### config.mk
export PLATFORM = sky130hd
export DESIGN_NAME = vic_ctrl
export DESIGN_NICKNAME = d
export VERILOG_FILES = /design/src/verilog/vic_pkg.sv /design/src/verilog/vic_stack_mem.sv /design/src/verilog/vic_ctrl.sv
export SDC_FILE = /design/constraint.sdc
export NUM_CORES = 1
export LEC_CHECK = 0
export ABC_AREA = 1
export BUFFER_PORTS_ARGS = -buffer_cell sky130_fd_sc_hd__buf_2
export CORE_ASPECT_RATIO = 0.7
export CORE_MARGIN = 4
export CORE_UTILIZATION = 40
export DETAILED_ROUTE_END_ITERATION = 12
export GPL_TIMING_DRIVEN = 0
export SYNTH_ARGS = -nofsm -noshare
export SYNTH_HDL_FRONTEND = slang
export SYNTH_SLANG_ARGS = --single-unit
### constraint.sdc
create_clock -name clock_i -period 45.9 [get_ports clock_i]
set_input_delay 6.885 -clock clock_i [delete_from_list [all_inputs] [get_ports clock_i]]
set_output_delay 6.885 -clock clock_i [all_outputs]
set_load 0.05 [all_outputs]
### src/verilog/vic_pkg.sv
/*
  Constants, encodings and state type for the vectored interrupt
  controller. Assumes a single 50 MHz core clock and that every
  consumer imports this package.
*/
package vic_pkg;

  // ==========================================================
  // Sizes
  localparam int NUM_SYS   = 16;
  localparam int NUM_IRQ   = 32;
  localparam int NUM_EXC   = 48;
  localparam int PRIO_W    = 3;
  localparam int RANK_W    = 4;
  localparam int EXC_W     = 6;
  localparam int OFS_W     = 10;
  localparam int CNT_W     = 4;
  localparam int STK_DEPTH = 16;
  localparam int STK_AW    = 4;
  localparam int STK_W     = EXC_W + RANK_W;
  localparam int NMI_PINS  = 32;
  localparam int NMI_SEL_W = 5;

  // ==========================================================
  // Exception numbers; the table offset is the number times four
  localparam logic [EXC_W-1:0] EXC_THREAD   = 6'h00;
  localparam logic [EXC_W-1:0] EXC_RESET    = 6'h01;
  localparam logic [EXC_W-1:0] EXC_NMI      = 6'h02;
  localparam logic [EXC_W-1:0] EXC_HARD     = 6'h03;
  localparam logic [EXC_W-1:0] EXC_MEM      = 6'h04;
  localparam logic [EXC_W-1:0] EXC_BUS      = 6'h05;
  localparam logic [EXC_W-1:0] EXC_USAGE    = 6'h06;
  localparam logic [EXC_W-1:0] EXC_SVC      = 6'h0b;
  localparam logic [EXC_W-1:0] EXC_DEBUG    = 6'h0c;
  localparam logic [EXC_W-1:0] EXC_DEFERRED_SERVICE_REQUEST   = 6'h0e;
  localparam logic [EXC_W-1:0] EXC_SYSTEM_TICK  = 6'h0f;
  localparam logic [EXC_W-1:0] EXC_IRQ_BASE = 6'h10;
  localparam logic [OFS_W-1:0] OFS_MSP      = 10'h000;

  // ==========================================================
  // Ranks: lower wins; fixed levels -3,-2,-1 sit below the
  // programmable ones, idle thread level is the weakest
  localparam logic [RANK_W-1:0] RANK_RESET     = 4'h0;
  localparam logic [RANK_W-1:0] RANK_NMI       = 4'h1;
  localparam logic [RANK_W-1:0] RANK_HARD      = 4'h2;
  localparam logic [RANK_W-1:0] RANK_PROG_BASE = 4'h3;
  localparam logic [RANK_W-1:0] RANK_THREAD    = 4'hf;

  // ==========================================================
  // Slots of the system priority bus, three bits each
  localparam int SP_MEM     = 0;
  localparam int SP_BUS     = 1;
  localparam int SP_USAGE   = 2;
  localparam int SP_SVC     = 3;
  localparam int SP_DEBUG   = 4;
  localparam int SP_DEFERRED_SERVICE_REQUEST  = 5;
  localparam int SP_SYSTEM_TICK = 6;
  localparam int NUM_SP     = 7;

  // Fault handler enable bits
  localparam int FE_MEM   = 0;
  localparam int FE_BUS   = 1;
  localparam int FE_USAGE = 2;

  // ==========================================================
  // Per-vector source select codes
  localparam logic [1:0] SRC_FIXED  = 2'h0;
  localparam logic [1:0] SRC_DMA    = 2'h1;
  localparam logic [1:0] SRC_ROUTED = 2'h2;
  localparam logic [1:0] SRC_NONE   = 2'h3;

  // Fixed-function vectors 2 and 26 have no source
  localparam logic [NUM_IRQ-1:0] FIXED_RESERVED_MASK = 32'h0400_0004;
  localparam int DMA_LO_LINES = 16;

  // ==========================================================
  // Cycle counts for automatic state save and restore
  localparam logic [CNT_W-1:0] STACK_CYCLES   = 4'h8;
  localparam logic [CNT_W-1:0] UNSTACK_CYCLES = 4'h8;

  typedef enum logic [2:0] {
    ST_BOOT_SP  = 3'b000,
    ST_BOOT_RST = 3'b001,
    ST_RUN      = 3'b010,
    ST_STACK    = 3'b011,
    ST_ENTRY    = 3'b100,
    ST_UNSTACK  = 3'b101
  } vic_state_e;

endpackage : vic_pkg

### src/verilog/vic_stack_mem.sv
/*
  Small memory holding the preempted execution levels (exception
  number and rank). Read data come out of a register, one cycle
  after the address. Assumes the caller never overflows it.
*/
`timescale 1ns/1ns
module vic_stack_mem
  import vic_pkg::*;
(
  input  wire logic                         clock_i,
  input  wire logic                         wr_en_i,
  input  wire logic [vic_pkg::STK_AW-1:0]   wr_addr_i,
  input  wire logic [vic_pkg::STK_W-1:0]    wr_data_i,
  input  wire logic [vic_pkg::STK_AW-1:0]   rd_addr_i,
  output logic      [vic_pkg::STK_W-1:0]    rd_data_o
);
  import vic_pkg::*;

  logic [STK_W-1:0] mem [STK_DEPTH];

  always_ff @(posedge clock_i)
  begin
    if (wr_en_i)
    begin
      mem[wr_addr_i] <= wr_data_i;
    end
    rd_data_o <= mem[rd_addr_i];
  end

endmodule : vic_stack_mem

### src/verilog/vic_ctrl.sv
/*
  Vectored interrupt controller core: source selection, pending
  state, priority resolution, nesting, tail-chaining and boot
  vector fetch. Assumes configuration inputs come from logic on
  clock_i; routed lines and NMI pins are asynchronous.
*/
// Notes on behaviour
// - Sixteen system exception slots and thirty-two peripheral requests.
// - Boot fetches stack pointer word at 0, then reset vector at 4.
// - Disabled or masked faults escalate to hard fault at -1, 0x0C.
// - Memory management fault vectors at 0x10 with programmable priority.
// - Bus error on fetch or data access raises bus fault at 0x14.
// - Usage fault vectors at 0x18 with programmable priority.
// - Service call 0x2C, debug 0x30, deferred service 0x38, tick 0x3C.
// - Peripheral request n is exception 16+n, offset four times that.
// - NMI taken from any selected pin or disconnected entirely.
// - Eight peripheral priority levels, changeable at any time.
// - Priority splits into preempting group and subpriority parts.
// - Tail-chaining and late arrival skip restore and re-save.
// - State is saved on entry and restored on exit automatically.
// - Equal priority: lower vector number is serviced first.
// - Each vector picks fixed, DMA or routed source.
// - DMA source: low bus bit n below 16, high bus bit n-16 above.
// - Routed source for vector n is routed bus bit n.
// - Routed path lets any source reach any vector.
// - Fixed map: detect, cache, sleep, ports, I2C, CAN, timers, USB...
`timescale 1ns/1ns
module vic_ctrl
  import vic_pkg::*;
(
  input  wire logic                                   clock_i,
  input  wire logic                                   srst_i,
  input  wire logic [vic_pkg::NUM_IRQ-1:0]            fixed_irq_i,
  input  wire logic [vic_pkg::DMA_LO_LINES-1:0]       dma_term_bus_lo_i,
  input  wire logic [vic_pkg::DMA_LO_LINES-1:0]       dma_term_bus_hi_i,
  input  wire logic [vic_pkg::NUM_IRQ-1:0]            routed_irq_i,
  input  wire logic [2*vic_pkg::NUM_IRQ-1:0]          src_sel_i,
  input  wire logic [vic_pkg::NUM_IRQ-1:0]            irq_enable_i,
  input  wire logic [vic_pkg::PRIO_W*vic_pkg::NUM_IRQ-1:0] irq_prio_i,
  input  wire logic [vic_pkg::PRIO_W*vic_pkg::NUM_SP-1:0]  sys_prio_i,
  input  wire logic [1:0]                             prigroup_i,
  input  wire logic [2:0]                             fault_en_i,
  input  wire logic                                   mem_fault_i,
  input  wire logic                                   bus_fault_i,
  input  wire logic                                   usage_fault_i,
  input  wire logic                                   svc_req_i,
  input  wire logic                                   debug_req_i,
  input  wire logic                                   deferred_service_request_set_i,
  input  wire logic                                   system_tick_i,
  input  wire logic [vic_pkg::NMI_PINS-1:0]           nmi_pins_i,
  input  wire logic                                   nmi_connect_i,
  input  wire logic [vic_pkg::NMI_SEL_W-1:0]          nmi_pin_sel_i,
  input  wire logic                                   vec_ack_i,
  input  wire logic                                   exc_return_i,
  output logic                                        vec_valid_o,
  output logic      [vic_pkg::OFS_W-1:0]              vec_offset_o,
  output logic      [vic_pkg::EXC_W-1:0]              vec_exc_o,
  output logic                                        vec_is_sp_o,
  output logic                                        vec_tail_o,
  output logic                                        stacking_o,
  output logic                                        unstacking_o,
  output logic      [vic_pkg::EXC_W-1:0]              active_exc_o
);
  import vic_pkg::*;

  // ==========================================================
  // Helper functions
  function automatic logic [RANK_W-1:0] exc_rank(
    input int                          n,
    input logic [PRIO_W*NUM_IRQ-1:0]   ip,
    input logic [PRIO_W*NUM_SP-1:0]    sp
  );
    logic [PRIO_W-1:0] p;
    p = '0;
    case (n)
      1:  return RANK_RESET;
      2:  return RANK_NMI;
      3:  return RANK_HARD;
      4:  p = sp[SP_MEM*PRIO_W +: PRIO_W];
      5:  p = sp[SP_BUS*PRIO_W +: PRIO_W];
      6:  p = sp[SP_USAGE*PRIO_W +: PRIO_W];
      11: p = sp[SP_SVC*PRIO_W +: PRIO_W];
      12: p = sp[SP_DEBUG*PRIO_W +: PRIO_W];
      14: p = sp[SP_DEFERRED_SERVICE_REQUEST*PRIO_W +: PRIO_W];
      15: p = sp[SP_SYSTEM_TICK*PRIO_W +: PRIO_W];
      default:
      begin
        if (n < NUM_SYS)
        begin
          return RANK_THREAD;
        end
        p = ip[(n-NUM_SYS)*PRIO_W +: PRIO_W];
      end
    endcase
    return {1'b0, p} + RANK_PROG_BASE;
  endfunction : exc_rank

  // Only the group part decides preemption
  function automatic logic [RANK_W-1:0] grp_key(
    input logic [RANK_W-1:0] r,
    input logic [1:0]        sub
  );
    if (r == RANK_THREAD || r < RANK_PROG_BASE)
    begin
      return r;
    end
    return RANK_PROG_BASE + ((r - RANK_PROG_BASE) >> sub);
  endfunction : grp_key

  function automatic logic [OFS_W-1:0] vec_ofs(input logic [EXC_W-1:0] e);
    return {2'b00, e, 2'b00};
  endfunction : vec_ofs

  // ==========================================================
  // Synchronisers
  logic [NUM_IRQ-1:0]  routed_s1_reg;
  logic [NUM_IRQ-1:0]  routed_s2_reg;
  logic [NMI_PINS-1:0] nmi_s1_reg;
  logic [NMI_PINS-1:0] nmi_s2_reg;
  logic                nmi_q_reg;
  logic                nmi_line;

  always_ff @(posedge clock_i)
  begin
    routed_s1_reg <= routed_irq_i;
    routed_s2_reg <= routed_s1_reg;
    nmi_s1_reg    <= nmi_pins_i;
    nmi_s2_reg    <= nmi_s1_reg;
    nmi_q_reg     <= srst_i ? 1'b0 : nmi_line;
  end

  // Disconnected NMI never fires, whatever the pins do
  assign nmi_line = nmi_connect_i & nmi_s2_reg[nmi_pin_sel_i];

  // ==========================================================
  // Source selection per vector
  logic [NUM_IRQ-1:0] src_line;

  for (genvar g = 0; g < NUM_IRQ; g++)
  begin : g_src
    logic dma_bit;
    if (g < DMA_LO_LINES)
    begin : g_lo
      assign dma_bit = dma_term_bus_lo_i[g];
    end
    else
    begin : g_hi
      assign dma_bit = dma_term_bus_hi_i[g-DMA_LO_LINES];
    end
    always_comb
    begin
      case (src_sel_i[2*g +: 2])
        SRC_FIXED:  src_line[g] = fixed_irq_i[g] &
                                  ~FIXED_RESERVED_MASK[g];
        SRC_DMA:    src_line[g] = dma_bit;
        SRC_ROUTED: src_line[g] = routed_s2_reg[g];
        default:    src_line[g] = 1'b0;
      endcase
    end
  end

  // ==========================================================
  // Priority resolution
  logic [NUM_EXC-1:0] pend_reg;
  logic [NUM_EXC-1:0] pend_next;
  logic [RANK_W-1:0]  best_rank;
  logic [EXC_W-1:0]   best_exc;
  logic               win_valid;
  logic [RANK_W-1:0]  cur_rank_reg;
  logic [RANK_W-1:0]  cur_key;

  always_comb
  begin
    logic [RANK_W-1:0] r;
    logic              en;
    r         = '0;
    en        = 1'b0;
    best_rank = RANK_THREAD;
    best_exc  = EXC_THREAD;
    for (int i = 1; i < NUM_EXC; i++)
    begin
      r  = exc_rank(i, irq_prio_i, sys_prio_i);
      en = (i < NUM_SYS) ? 1'b1 : irq_enable_i[i-NUM_SYS];
      // Strict compare keeps the lower number on a tie
      if (pend_reg[i] && en && r < best_rank)
      begin
        best_rank = r;
        best_exc  = EXC_W'(i);
      end
    end
    win_valid = (best_rank != RANK_THREAD);
    cur_key   = grp_key(cur_rank_reg, prigroup_i);
  end

  // ==========================================================
  // Pending state; a new event wins over the clear on entry
  logic [EXC_W-1:0] lat_exc_reg;
  logic             ack;
  logic [NUM_EXC-1:0] set_vec;
  logic [NUM_EXC-1:0] clr_vec;

  function automatic logic masked_fault(
    input logic             en,
    input logic [RANK_W-1:0] key,
    input logic [RANK_W-1:0] ck
  );
    return !en || key >= ck;
  endfunction : masked_fault

  always_comb
  begin
    logic [RANK_W-1:0] km;
    logic [RANK_W-1:0] kb;
    logic [RANK_W-1:0] ku;
    km = grp_key(exc_rank(4, irq_prio_i, sys_prio_i), prigroup_i);
    kb = grp_key(exc_rank(5, irq_prio_i, sys_prio_i), prigroup_i);
    ku = grp_key(exc_rank(6, irq_prio_i, sys_prio_i), prigroup_i);
    set_vec = '0;
    set_vec[NUM_EXC-1:NUM_SYS] = src_line;
    set_vec[EXC_NMI] = nmi_line & ~nmi_q_reg;
    if (mem_fault_i)
    begin
      if (masked_fault(fault_en_i[FE_MEM], km, cur_key))
        set_vec[EXC_HARD] = 1'b1;
      else
        set_vec[EXC_MEM] = 1'b1;
    end
    if (bus_fault_i)
    begin
      if (masked_fault(fault_en_i[FE_BUS], kb, cur_key))
        set_vec[EXC_HARD] = 1'b1;
      else
        set_vec[EXC_BUS] = 1'b1;
    end
    if (usage_fault_i)
    begin
      if (masked_fault(fault_en_i[FE_USAGE], ku, cur_key))
        set_vec[EXC_HARD] = 1'b1;
      else
        set_vec[EXC_USAGE] = 1'b1;
    end
    set_vec[EXC_SVC]     = svc_req_i;
    set_vec[EXC_DEBUG]   = debug_req_i;
    set_vec[EXC_DEFERRED_SERVICE_REQUEST]  = deferred_service_request_set_i;
    set_vec[EXC_SYSTEM_TICK] = system_tick_i;
    clr_vec = '0;
    if (ack)
    begin
      clr_vec[lat_exc_reg] = 1'b1;
    end
    pend_next = (pend_reg & ~clr_vec) | set_vec;
  end

  // ==========================================================
  // Sequencer
  vic_state_e         state_reg;
  vic_state_e         state_next;
  logic [CNT_W-1:0]   cnt_reg;
  logic [CNT_W-1:0]   cnt_next;
  logic [EXC_W-1:0]   cur_exc_reg;
  logic [EXC_W-1:0]   cur_exc_next;
  logic [RANK_W-1:0]  cur_rank_next;
  logic [EXC_W-1:0]   lat_exc_next;
  logic [RANK_W-1:0]  lat_rank_reg;
  logic [RANK_W-1:0]  lat_rank_next;
  logic [STK_AW-1:0]  sp_reg;
  logic [STK_AW-1:0]  sp_next;
  logic               push;
  logic [STK_W-1:0]   stk_rd;
  logic [RANK_W-1:0]  base_key;
  logic [RANK_W-1:0]  best_key;
  logic               vec_valid_next;
  logic               vec_is_sp_next;
  logic               vec_tail_next;
  logic               stacking_next;
  logic               unstacking_next;

  assign ack      = vec_valid_o & vec_ack_i;
  assign best_key = grp_key(best_rank, prigroup_i);
  assign base_key = grp_key(stk_rd[RANK_W-1:0], prigroup_i);

  vic_stack_mem u_stack (
    .clock_i   (clock_i),
    .wr_en_i   (push),
    .wr_addr_i (sp_reg),
    .wr_data_i ({cur_exc_reg, cur_rank_reg}),
    .rd_addr_i (sp_reg - STK_AW'(1)),
    .rd_data_o (stk_rd)
  );

  always_comb
  begin
    state_next      = state_reg;
    cnt_next        = cnt_reg;
    cur_exc_next    = cur_exc_reg;
    cur_rank_next   = cur_rank_reg;
    lat_exc_next    = lat_exc_reg;
    lat_rank_next   = lat_rank_reg;
    sp_next         = sp_reg;
    push            = 1'b0;
    vec_valid_next  = vec_valid_o;
    vec_is_sp_next  = vec_is_sp_o;
    vec_tail_next   = vec_tail_o;
    stacking_next   = 1'b0;
    unstacking_next = 1'b0;
    case (state_reg)
      ST_BOOT_SP:
      begin
        if (ack)
        begin
          state_next     = ST_BOOT_RST;
          lat_exc_next   = EXC_RESET;
          vec_is_sp_next = 1'b0;
        end
      end
      ST_BOOT_RST:
      begin
        if (ack)
        begin
          state_next     = ST_RUN;
          vec_valid_next = 1'b0;
        end
      end
      ST_RUN:
      begin
        if (exc_return_i && cur_exc_reg != EXC_THREAD)
        begin
          if (win_valid && best_key < base_key)
          begin
            state_next     = ST_ENTRY;
            lat_exc_next   = best_exc;
            lat_rank_next  = best_rank;
            vec_valid_next = 1'b1;
            vec_tail_next  = 1'b1;
          end
          else
          begin
            state_next      = ST_UNSTACK;
            cnt_next        = '0;
            unstacking_next = 1'b1;
          end
        end
        else if (win_valid && best_key < cur_key)
        begin
          state_next    = ST_STACK;
          push          = 1'b1;
          sp_next       = sp_reg + STK_AW'(1);
          cnt_next      = '0;
          lat_exc_next  = best_exc;
          lat_rank_next = best_rank;
          stacking_next = 1'b1;
        end
      end
      ST_STACK:
      begin
        stacking_next = 1'b1;
        // A stronger request during the save takes over the entry
        if (win_valid &&
            best_key < grp_key(lat_rank_reg, prigroup_i))
        begin
          lat_exc_next  = best_exc;
          lat_rank_next = best_rank;
        end
        cnt_next = cnt_reg + CNT_W'(1);
        if (cnt_reg == STACK_CYCLES - CNT_W'(1))
        begin
          state_next     = ST_ENTRY;
          stacking_next  = 1'b0;
          vec_valid_next = 1'b1;
          vec_tail_next  = 1'b0;
        end
      end
      ST_ENTRY:
      begin
        if (ack)
        begin
          state_next     = ST_RUN;
          cur_exc_next   = lat_exc_reg;
          cur_rank_next  = lat_rank_reg;
          vec_valid_next = 1'b0;
          vec_tail_next  = 1'b0;
        end
      end
      ST_UNSTACK:
      begin
        unstacking_next = 1'b1;
        cnt_next        = cnt_reg + CNT_W'(1);
        if (cnt_reg == UNSTACK_CYCLES - CNT_W'(1))
        begin
          state_next      = ST_RUN;
          unstacking_next = 1'b0;
          cur_exc_next    = stk_rd[STK_W-1:RANK_W];
          cur_rank_next   = stk_rd[RANK_W-1:0];
          sp_next         = sp_reg - STK_AW'(1);
        end
      end
      default:
      begin
        state_next = ST_BOOT_SP;
      end
    endcase
  end

  always_ff @(posedge clock_i)
  begin
    if (srst_i)
    begin
      state_reg    <= ST_BOOT_SP;
      pend_reg     <= '0;
      cnt_reg      <= '0;
      cur_exc_reg  <= EXC_THREAD;
      cur_rank_reg <= RANK_THREAD;
      lat_exc_reg  <= EXC_THREAD;
      lat_rank_reg <= RANK_RESET;
      sp_reg       <= '0;
      vec_valid_o  <= 1'b1;
      vec_offset_o <= OFS_MSP;
      vec_exc_o    <= EXC_THREAD;
      vec_is_sp_o  <= 1'b1;
      vec_tail_o   <= 1'b0;
      stacking_o   <= 1'b0;
      unstacking_o <= 1'b0;
      active_exc_o <= EXC_THREAD;
    end
    else
    begin
      state_reg    <= state_next;
      pend_reg     <= pend_next;
      cnt_reg      <= cnt_next;
      cur_exc_reg  <= cur_exc_next;
      cur_rank_reg <= cur_rank_next;
      lat_exc_reg  <= lat_exc_next;
      lat_rank_reg <= lat_rank_next;
      sp_reg       <= sp_next;
      vec_valid_o  <= vec_valid_next;
      vec_offset_o <= vec_is_sp_next ? OFS_MSP : vec_ofs(lat_exc_next);
      vec_exc_o    <= vec_is_sp_next ? EXC_THREAD : lat_exc_next;
      vec_is_sp_o  <= vec_is_sp_next;
      vec_tail_o   <= vec_tail_next;
      stacking_o   <= stacking_next;
      unstacking_o <= unstacking_next;
      active_exc_o <= cur_exc_next;
    end
  end

endmodule : vic_ctrl

Word level (Yosys, flattened, before mapping) --
Memories as Yosys holds them, arrays and structs flattened. A register that Yosys moved wholly into a read port is not among the register bits. Cells that the tools add are included.
Storage, ports and cells: register bits 223, RAM bits 160, output and inout bits 27, word-level logic and storage cells 605, memories kept 1
Memories:
- u_stack.mem | words 16, width 10, rd ports 1, clocked after memory_dff 1, wr ports 1, line vic_stack_mem.sv:19 | logic [STK_W-1:0] mem [STK_DEPTH];
Cells by class: $add $sub $neg 56, magnitude comparators 62, eq/ne operators 91, shift-type cells 7, muxes and demuxes 217, bitwise logic cells 7, reduce and logical (&&, ||, !) cells 144
Operator list (count):
- two-way mux 6 bit | 52
- two-way mux 4 bit | 74
- less-than comparator 4 bit | 42
- adder 3 x 2 -> 4 bit (second input constant) | 39
- one-hot mux 1 bit (3 select lines) | 32
- logical AND 1 bit | 83
- equality test 2 x 1 -> 1 bit (second input constant) | 32
- equality test 2 bit (second input constant) | 32
- zero test 2 bit | 30
- bitwise AND 48 bit | 1
- two-way mux 48 bit | 1
- inverter 48 bit | 1
- bitwise OR 48 bit | 1
- two-way mux 1 bit | 37
- one-hot mux 4 bit (2 select lines) | 4
- adder 2 x 4 -> 4 bit (first input constant) | 7
- equality test 4 bit (second input constant) | 7
- less-than comparator 4 x 2 -> 1 bit (second input constant) | 7
- >> shifter 4 x 2 -> 4 bit | 7
- subtractor 4 x 2 -> 4 bit (second input constant) | 7
- less-than comparator 4 bit (first input constant) | 5
- two-way mux 3 bit | 6
- inequality test 2 bit (second input constant) | 9
- one-hot mux 6 bit (3 select lines) | 1
- other kinds (33) | 67

Longest topological paths before layout --
depth in word-level cells 150, mapped depth 303

Cells and area by module --
From an unflattened synthesis, not the netlist that was laid out.
Unflattened totals: cell total of the unflattened synthesis 3449, area, all modules 24537.3 µm²
Modules (own cells, without submodules):
- vic_ctrl | instances 1, cells each 2767, area an instance 17365.4 µm², sequential area each 4264.1 µm²
- vic_stack_mem | instances 1, cells each 682, area an instance 7171.9 µm², sequential area each 5004.8 µm²

Least setup slack after synthesis --
No wires, ideal clock.
kind input to register, from input port sys_prio_i[0] (netlist bit), to memory u_stack.mem[12][0] (netlist bit) (enable), library setup time 376 ps, data arrival time 40774 ps, setup slack 4750 ps, stages on the path 252, cell sequence inv_2 -> a21oi_1 -> ha_1 -> nand2_1 -> nor3b_2 -> nand2_2 -> o21ai_0 -> ha_1 -> inv_2 -> o21ai_2 -> inv_2 -> nand2_4 -> o21ai_0 -> ha_1 -> inv_1 -> o21ai_1 -> inv_2 -> nand2_4 -> [216 not listed] -> nand2_2 -> nand2_2 -> ha_1 -> inv_1 -> nand2_1 -> nand3_1 -> nand3_1 -> and2_1 -> a21boi_1 -> xor2_1 -> nand2_1 -> o21ai_1 -> ha_1 -> a211oi_2 -> nand3_1 -> nor2_2 -> nand2_1 -> nor2_1
On the way: word-level cells in the longest chain between the ends 144
RTL lines:
- start: declaration | line vic_ctrl.sv:40 | input wire logic [vic_pkg::PRIO_W*vic_pkg::NUM_SP-1:0] sys_prio_i,
- adder 3 x 2 -> 4 bit (*) | line vic_ctrl.sv:95 | return {1'b0, p} + RANK_PROG_BASE;
- less-than comparator 4 bit | line vic_ctrl.sv:185 | if (pend_reg[i] && en && r < best_rank)
- logical AND 1 bit | line vic_ctrl.sv:185
- two-way mux 4 bit (*) | line vic_ctrl.sv:185
- less-than comparator 4 bit | line vic_ctrl.sv:185
- logical AND 1 bit | line vic_ctrl.sv:185
- two-way mux 4 bit (*) | line vic_ctrl.sv:185
- less-than comparator 4 bit | line vic_ctrl.sv:185
- [125 not listed]
- net best_rank[0] | line vic_ctrl.sv:166 | logic [RANK_W-1:0] best_rank;
- [3 not listed]
- two-way mux 4 bit | line vic_ctrl.sv:107 | return RANK_PROG_BASE + ((r - RANK_PROG_BASE) >> sub);
- less-than comparator 4 bit | line vic_ctrl.sv:343 | else if (win_valid && best_key < cur_key)
- logical AND 1 bit (*) | line vic_ctrl.sv:343
- two-way mux 1 bit (*) | line vic_ctrl.sv:343
- two-way mux 1 bit (*) | line vic_ctrl.sv:326 | if (exc_return_i && cur_exc_reg != EXC_THREAD)
- two-way mux 1 bit (*) | line vic_ctrl.sv:306 | case (state_reg)
- two-way mux 1 bit (*) | line vic_stack_mem.sv:23 | if (wr_en_i)
- two-way mux 1 bit (implied by the code) (*) | line vic_stack_mem.sv:25 | mem[wr_addr_i] <= wr_data_i;
- end: declaration | line vic_stack_mem.sv:19
Mark *: on every way through the listed nets, which the timed path passes. The rest lies on a longest branch. The select of a mux whose other input is x is not followed.

Worst setup path in the final report --
from input port sys_prio_i[0] (netlist bit), to memory u_stack.mem[12][4] (netlist bit) (enable)
Same word-level chain as after synthesis.

==> flow_summary.json <==
{
  "status": "finished clean",
  "n_antenna_cell": 0,
  "total_overflow_reported_by_the_global_router": 0,
  "timing.hold.worst_endpoint": "nmi_s2_reg[11]",
  "finalHoldViolations": 0,
  "dp.final_hpwl_mm": 58.6,
  "grt_antenna_before_repair": 0,
  "gp_routability_congestion": 0.931,
  "worst-setup-path-type": "in2reg",
  "maximum_cell_stage_delay_along_the_critical_path_ps": 320,
  "ctsRootBufferMaster": "sky130_fd_sc_hd__clkbuf_16",
  "dp.cells": 4436,
  "slew-limit-headroom": 0.264,
  "min_delay_path_depth": 0,
  "post_synth.cell_area_avg_um2": 7.33,
  "insertion_delay_ps": 600,
  "synth_seq_area_share": 0.389,
  "slowest_stage_cell_cp": "sky130_fd_sc_hd__a211oi_4",
  "cap_violations": 0,
  "drt-initial-drc-count": 1967,
  "ys_seq_elements": 383,
  "reg2reg_from": "pend_reg[2]",
  "drive_above_1_share": 0.197,
  "timing.reg2reg.worst_path_depth": 285,
  "cts.sinks": 383,
  "timing.critical_path.fanout_max": 10,
  "tritoncts_clock_tree": "yes",
  "route.detailed.wl_per_inst_um": 16.4,
  "report.final.slew_viol_count": 0,
  "power-per-cell-area_nw_per_um2": 59.6,
  "synth-warning-count": 0,
  "hp-start": "nmi_s1_reg[11]",
  "cpLargestDelayFamily": "adder cells",
  "clock_transition_time_at_the_flip_flop_clock_pins_of_the_worst_setup_and_hold_paths_ps": 60,
  "regToRegEndpoint": "u_stack.mem[12][4]",
  "worst-endpoint-required_ps": 46190,
  "die_x_um": 300,
  "cp_common_cell": "sky130_fd_sc_hd__o21ai_1",
  "tightestPinTransition_ps": 1090,
  "min_period_ps": 42360,
  "timing.critical_path.arrival_ps": 42650,
  "synth.cell_area_um2": 23800,
  "fin_worst_skew_ps": 38.4,
  "route.detailed.drc": 0,
  "largest_reg_flops": 160,
  "syn_to_final_growth_pct": 21.0,
  "start_util": 0.406,
  "io_buffers": 381,
  "worstHoldPathType": "reg2reg",
  "core_area_um2": 58700,
  "multi_input_comb_area_um2": 12800,
  "post_synth_inst_count": 3254,
  "critPathLaunch": "sys_prio_i[0]",
  "post_synth_num_cell_types": 49,
  "accumulated_negative_setup_slack_ps": 0,
  "first_global_vias": 21100,
  "layout_worst_path_cycle_share": 0.923,
  "timing.reg2reg.setup_slack_ps": 9550,
  "setup.worst_path.end_class": "flip-flop",
  "fp.dieH_um": 212,
  "die_area_um2": 63600,
  "max-vdd-ir-drop_v": 0.0000376,
  "instances_no_fill": 4539,
  "std_cell_rows": 74,
  "async_reset_ff_frac": 0,
  "p_leak_uw": 0.0143,
  "vias_per_cell": 5.01,
  "io_pins": 390,
  "nFillCells": 5851,
  "nets": 4196,
  "critical_path.startpoint_type": "input pin",
  "crit_path_buffers_inverters": 79,
  "grt_max_degree": 21,
  "first_pass_grt_wire_length_mm": 114,
  "globalRouteTotalUtil": 0.225,
  "area.sequential_um2": 9270,
  "remaining_number_of_nets_flagged_by_the_antenna_check_after_routing": 0,
  "ctsHtreeMaxLevel": 2,
  "synth_edf_count": 160,
  "wirelength_mm": 74.5,
  "dr_total_vias": 22700,
  "cts_buffer_depth": 3,
  "achievable-frequency_mhz": 23.6,
  "synth_flop_cell": "sky130_fd_sc_hd__dfxtp_1",
  "detailedRoute.firstPassIterationCount": 6,
  "tritoncts.num_buffers": 40,
  "setup_viol": 0
}
how the worst max path moves through the flow:
stage	end	slack, ps	cells past startpoint
after floorplan	u_stack.mem[12][0]	4750	252
after global placement	u_stack.mem[6][3]	-1680	253
after detailed placement	u_stack.mem[6][3]	-1770	253
after CTS	u_stack.mem[15][2]	60	256
after global routing	u_stack.mem[11][6]	-90	295
final	u_stack.mem[12][4]	3540	284
layout make-up:
class	count	share of cell area
Tap cell	798	0.0346
Clock buffer	51	0.0379
Multi-Input combinational cell	2339	0.443
Clock inverter	22	0.0113
Timing Repair Buffer	411	0.0804
Inverter	467	0.0608
Sequential cell	383	0.321
Buffer	68	0.0104
cell usage after synthesis, types with 2 or more instances:
master | number | area [µm²]
sky130_fd_sc_hd__nand2_1 | 705 | 2650
sky130_fd_sc_hd__inv_1 | 422 | 1580
sky130_fd_sc_hd__nand3_1 | 394 | 1970
sky130_fd_sc_hd__nor2_1 | 318 | 1190
sky130_fd_sc_hd__o21ai_0 | 263 | 1320
sky130_fd_sc_hd__dfxtp_1 | 223 | 4460
sky130_fd_sc_hd__edfxtp_1 | 160 | 4800
sky130_fd_sc_hd__ha_1 | 123 | 1540
sky130_fd_sc_hd__a21oi_1 | 83 | 415
sky130_fd_sc_hd__nand2_2 | 62 | 388
sky130_fd_sc_hd__clkbuf_1 | 49 | 184
sky130_fd_sc_hd__xor2_1 | 46 | 403
sky130_fd_sc_hd__inv_2 | 45 | 169
sky130_fd_sc_hd__o21ai_1 | 45 | 225
sky130_fd_sc_hd__nand2_4 | 40 | 450
sky130_fd_sc_hd__nor2_2 | 40 | 250
sky130_fd_sc_hd__o21a_1 | 37 | 278
sky130_fd_sc_hd__o32ai_1 | 29 | 254
sky130_fd_sc_hd__o211ai_1 | 24 | 180
sky130_fd_sc_hd__a31oi_1 | 20 | 125
sky130_fd_sc_hd__o221ai_1 | 19 | 166
sky130_fd_sc_hd__o31a_1 | 17 | 149
sky130_fd_sc_hd__mux2i_1 | 13 | 130
sky130_fd_sc_hd__buf_4 | 10 | 75.1
sky130_fd_sc_hd__nor3_1 | 9 | 45.0
sky130_fd_sc_hd__xnor2_1 | 7 | 61.3
sky130_fd_sc_hd__or2_2 | 6 | 37.5
sky130_fd_sc_hd__buf_2 | 5 | 25.0
sky130_fd_sc_hd__a211oi_1 | 4 | 30.0
sky130_fd_sc_hd__buf_1 | 4 | 15.0
sky130_fd_sc_hd__nand4_1 | 4 | 25.0
sky130_fd_sc_hd__o21ai_2 | 4 | 35.0
sky130_fd_sc_hd__a21o_1 | 3 | 22.5
sky130_fd_sc_hd__nand3_2 | 3 | 30.0
sky130_fd_sc_hd__nand3b_1 | 3 | 22.5
sky130_fd_sc_hd__nor4_1 | 2 | 12.5
timing repair:
| item | 4_1_cts | 5_1_grt |
|---|---|---|
| pin swaps | 16 | 7 |
| setup buffers | 21 | 9 |
| gates resized for setup | 42 | 61 |
| endpoints found under the hold margin | 0 | 0 |
| hold buffers | 0 | 0 |
| endpoints found under the setup margin | 189 | 191 |
metrics by stage:
step | hold slack [ps] | utilization | worst slack, ps | power, µW | instance area, µm²
after CTS | 319 | 0.488 | 60.7 | 1690 | 28700
after global placement | 310 | 0.456 | -1680 | 1320 | 26800
after floorplan | 310 | - | 4750 | 1100 | 23900
after global routing | 327 | 0.491 | -87.8 | 1870 | 28900
final | 318 | 0.491 | 3540 | 1720 | 28900
after detailed placement | 312 | 0.456 | -1770 | 1330 | 26800
cells in the final DEF, fill, tap and decap left out, types with 24 or more instances in the layout:
| master | count |
|---|---|
| sky130_fd_sc_hd__nand2_1 | 701 |
| sky130_fd_sc_hd__inv_1 | 421 |
| sky130_fd_sc_hd__nand3_1 | 393 |
| sky130_fd_sc_hd__buf_2 | 386 |
| sky130_fd_sc_hd__nor2_1 | 300 |
| sky130_fd_sc_hd__o21ai_0 | 224 |
| sky130_fd_sc_hd__dfxtp_1 | 223 |
| sky130_fd_sc_hd__edfxtp_1 | 160 |
| sky130_fd_sc_hd__ha_1 | 121 |
| sky130_fd_sc_hd__a21oi_1 | 82 |
| sky130_fd_sc_hd__o21ai_1 | 72 |
| sky130_fd_sc_hd__nand2_2 | 64 |
| sky130_fd_sc_hd__clkbuf_1 | 55 |
| sky130_fd_sc_hd__inv_2 | 46 |
| sky130_fd_sc_hd__xor2_1 | 46 |
| sky130_fd_sc_hd__nand2_4 | 42 |
| sky130_fd_sc_hd__nor2_2 | 41 |
| sky130_fd_sc_hd__clkbuf_16 | 40 |
| sky130_fd_sc_hd__o21a_1 | 37 |
| sky130_fd_sc_hd__o32ai_1 | 29 |
| sky130_fd_sc_hd__buf_4 | 25 |
| sky130_fd_sc_hd__o211ai_1 | 24 |
report_power, final:
| part | switching (µW) | internal (µW) |
|---|---|---|
| logic | 654 | 319 |
| clock network | 145 | 205 |
| registers | 18.7 | 378 |
kinds of logic (layout without fill, tap and decap cells):
| logic type | count (synthesis) | count (layout) | share of synthesized area |
|---|---|---|---|
| buf+inv | 535 | 1019 | 0.0861 |
| other cells | 1 | 4 | 0.000157 |
| compound gates | 555 | 555 | 0.137 |
| simple gates | 1591 | 1591 | 0.299 |
| fa+ha+maj | 123 | 123 | 0.0645 |
| xor+xnor | 53 | 53 | 0.0195 |
| mux | 13 | 13 | 0.00546 |
| flops | 383 | 383 | 0.389 |
routing by layer:
layer	wire, µm	vias up	GRT usage
li1	-	11700	-
met1	37500	10300	0.351
met2	30300	706	0.324
met3	5760	67	0.0405
met4	938	0	0.0392
met5	0	-	0
(Power assumes the default switching activity.)
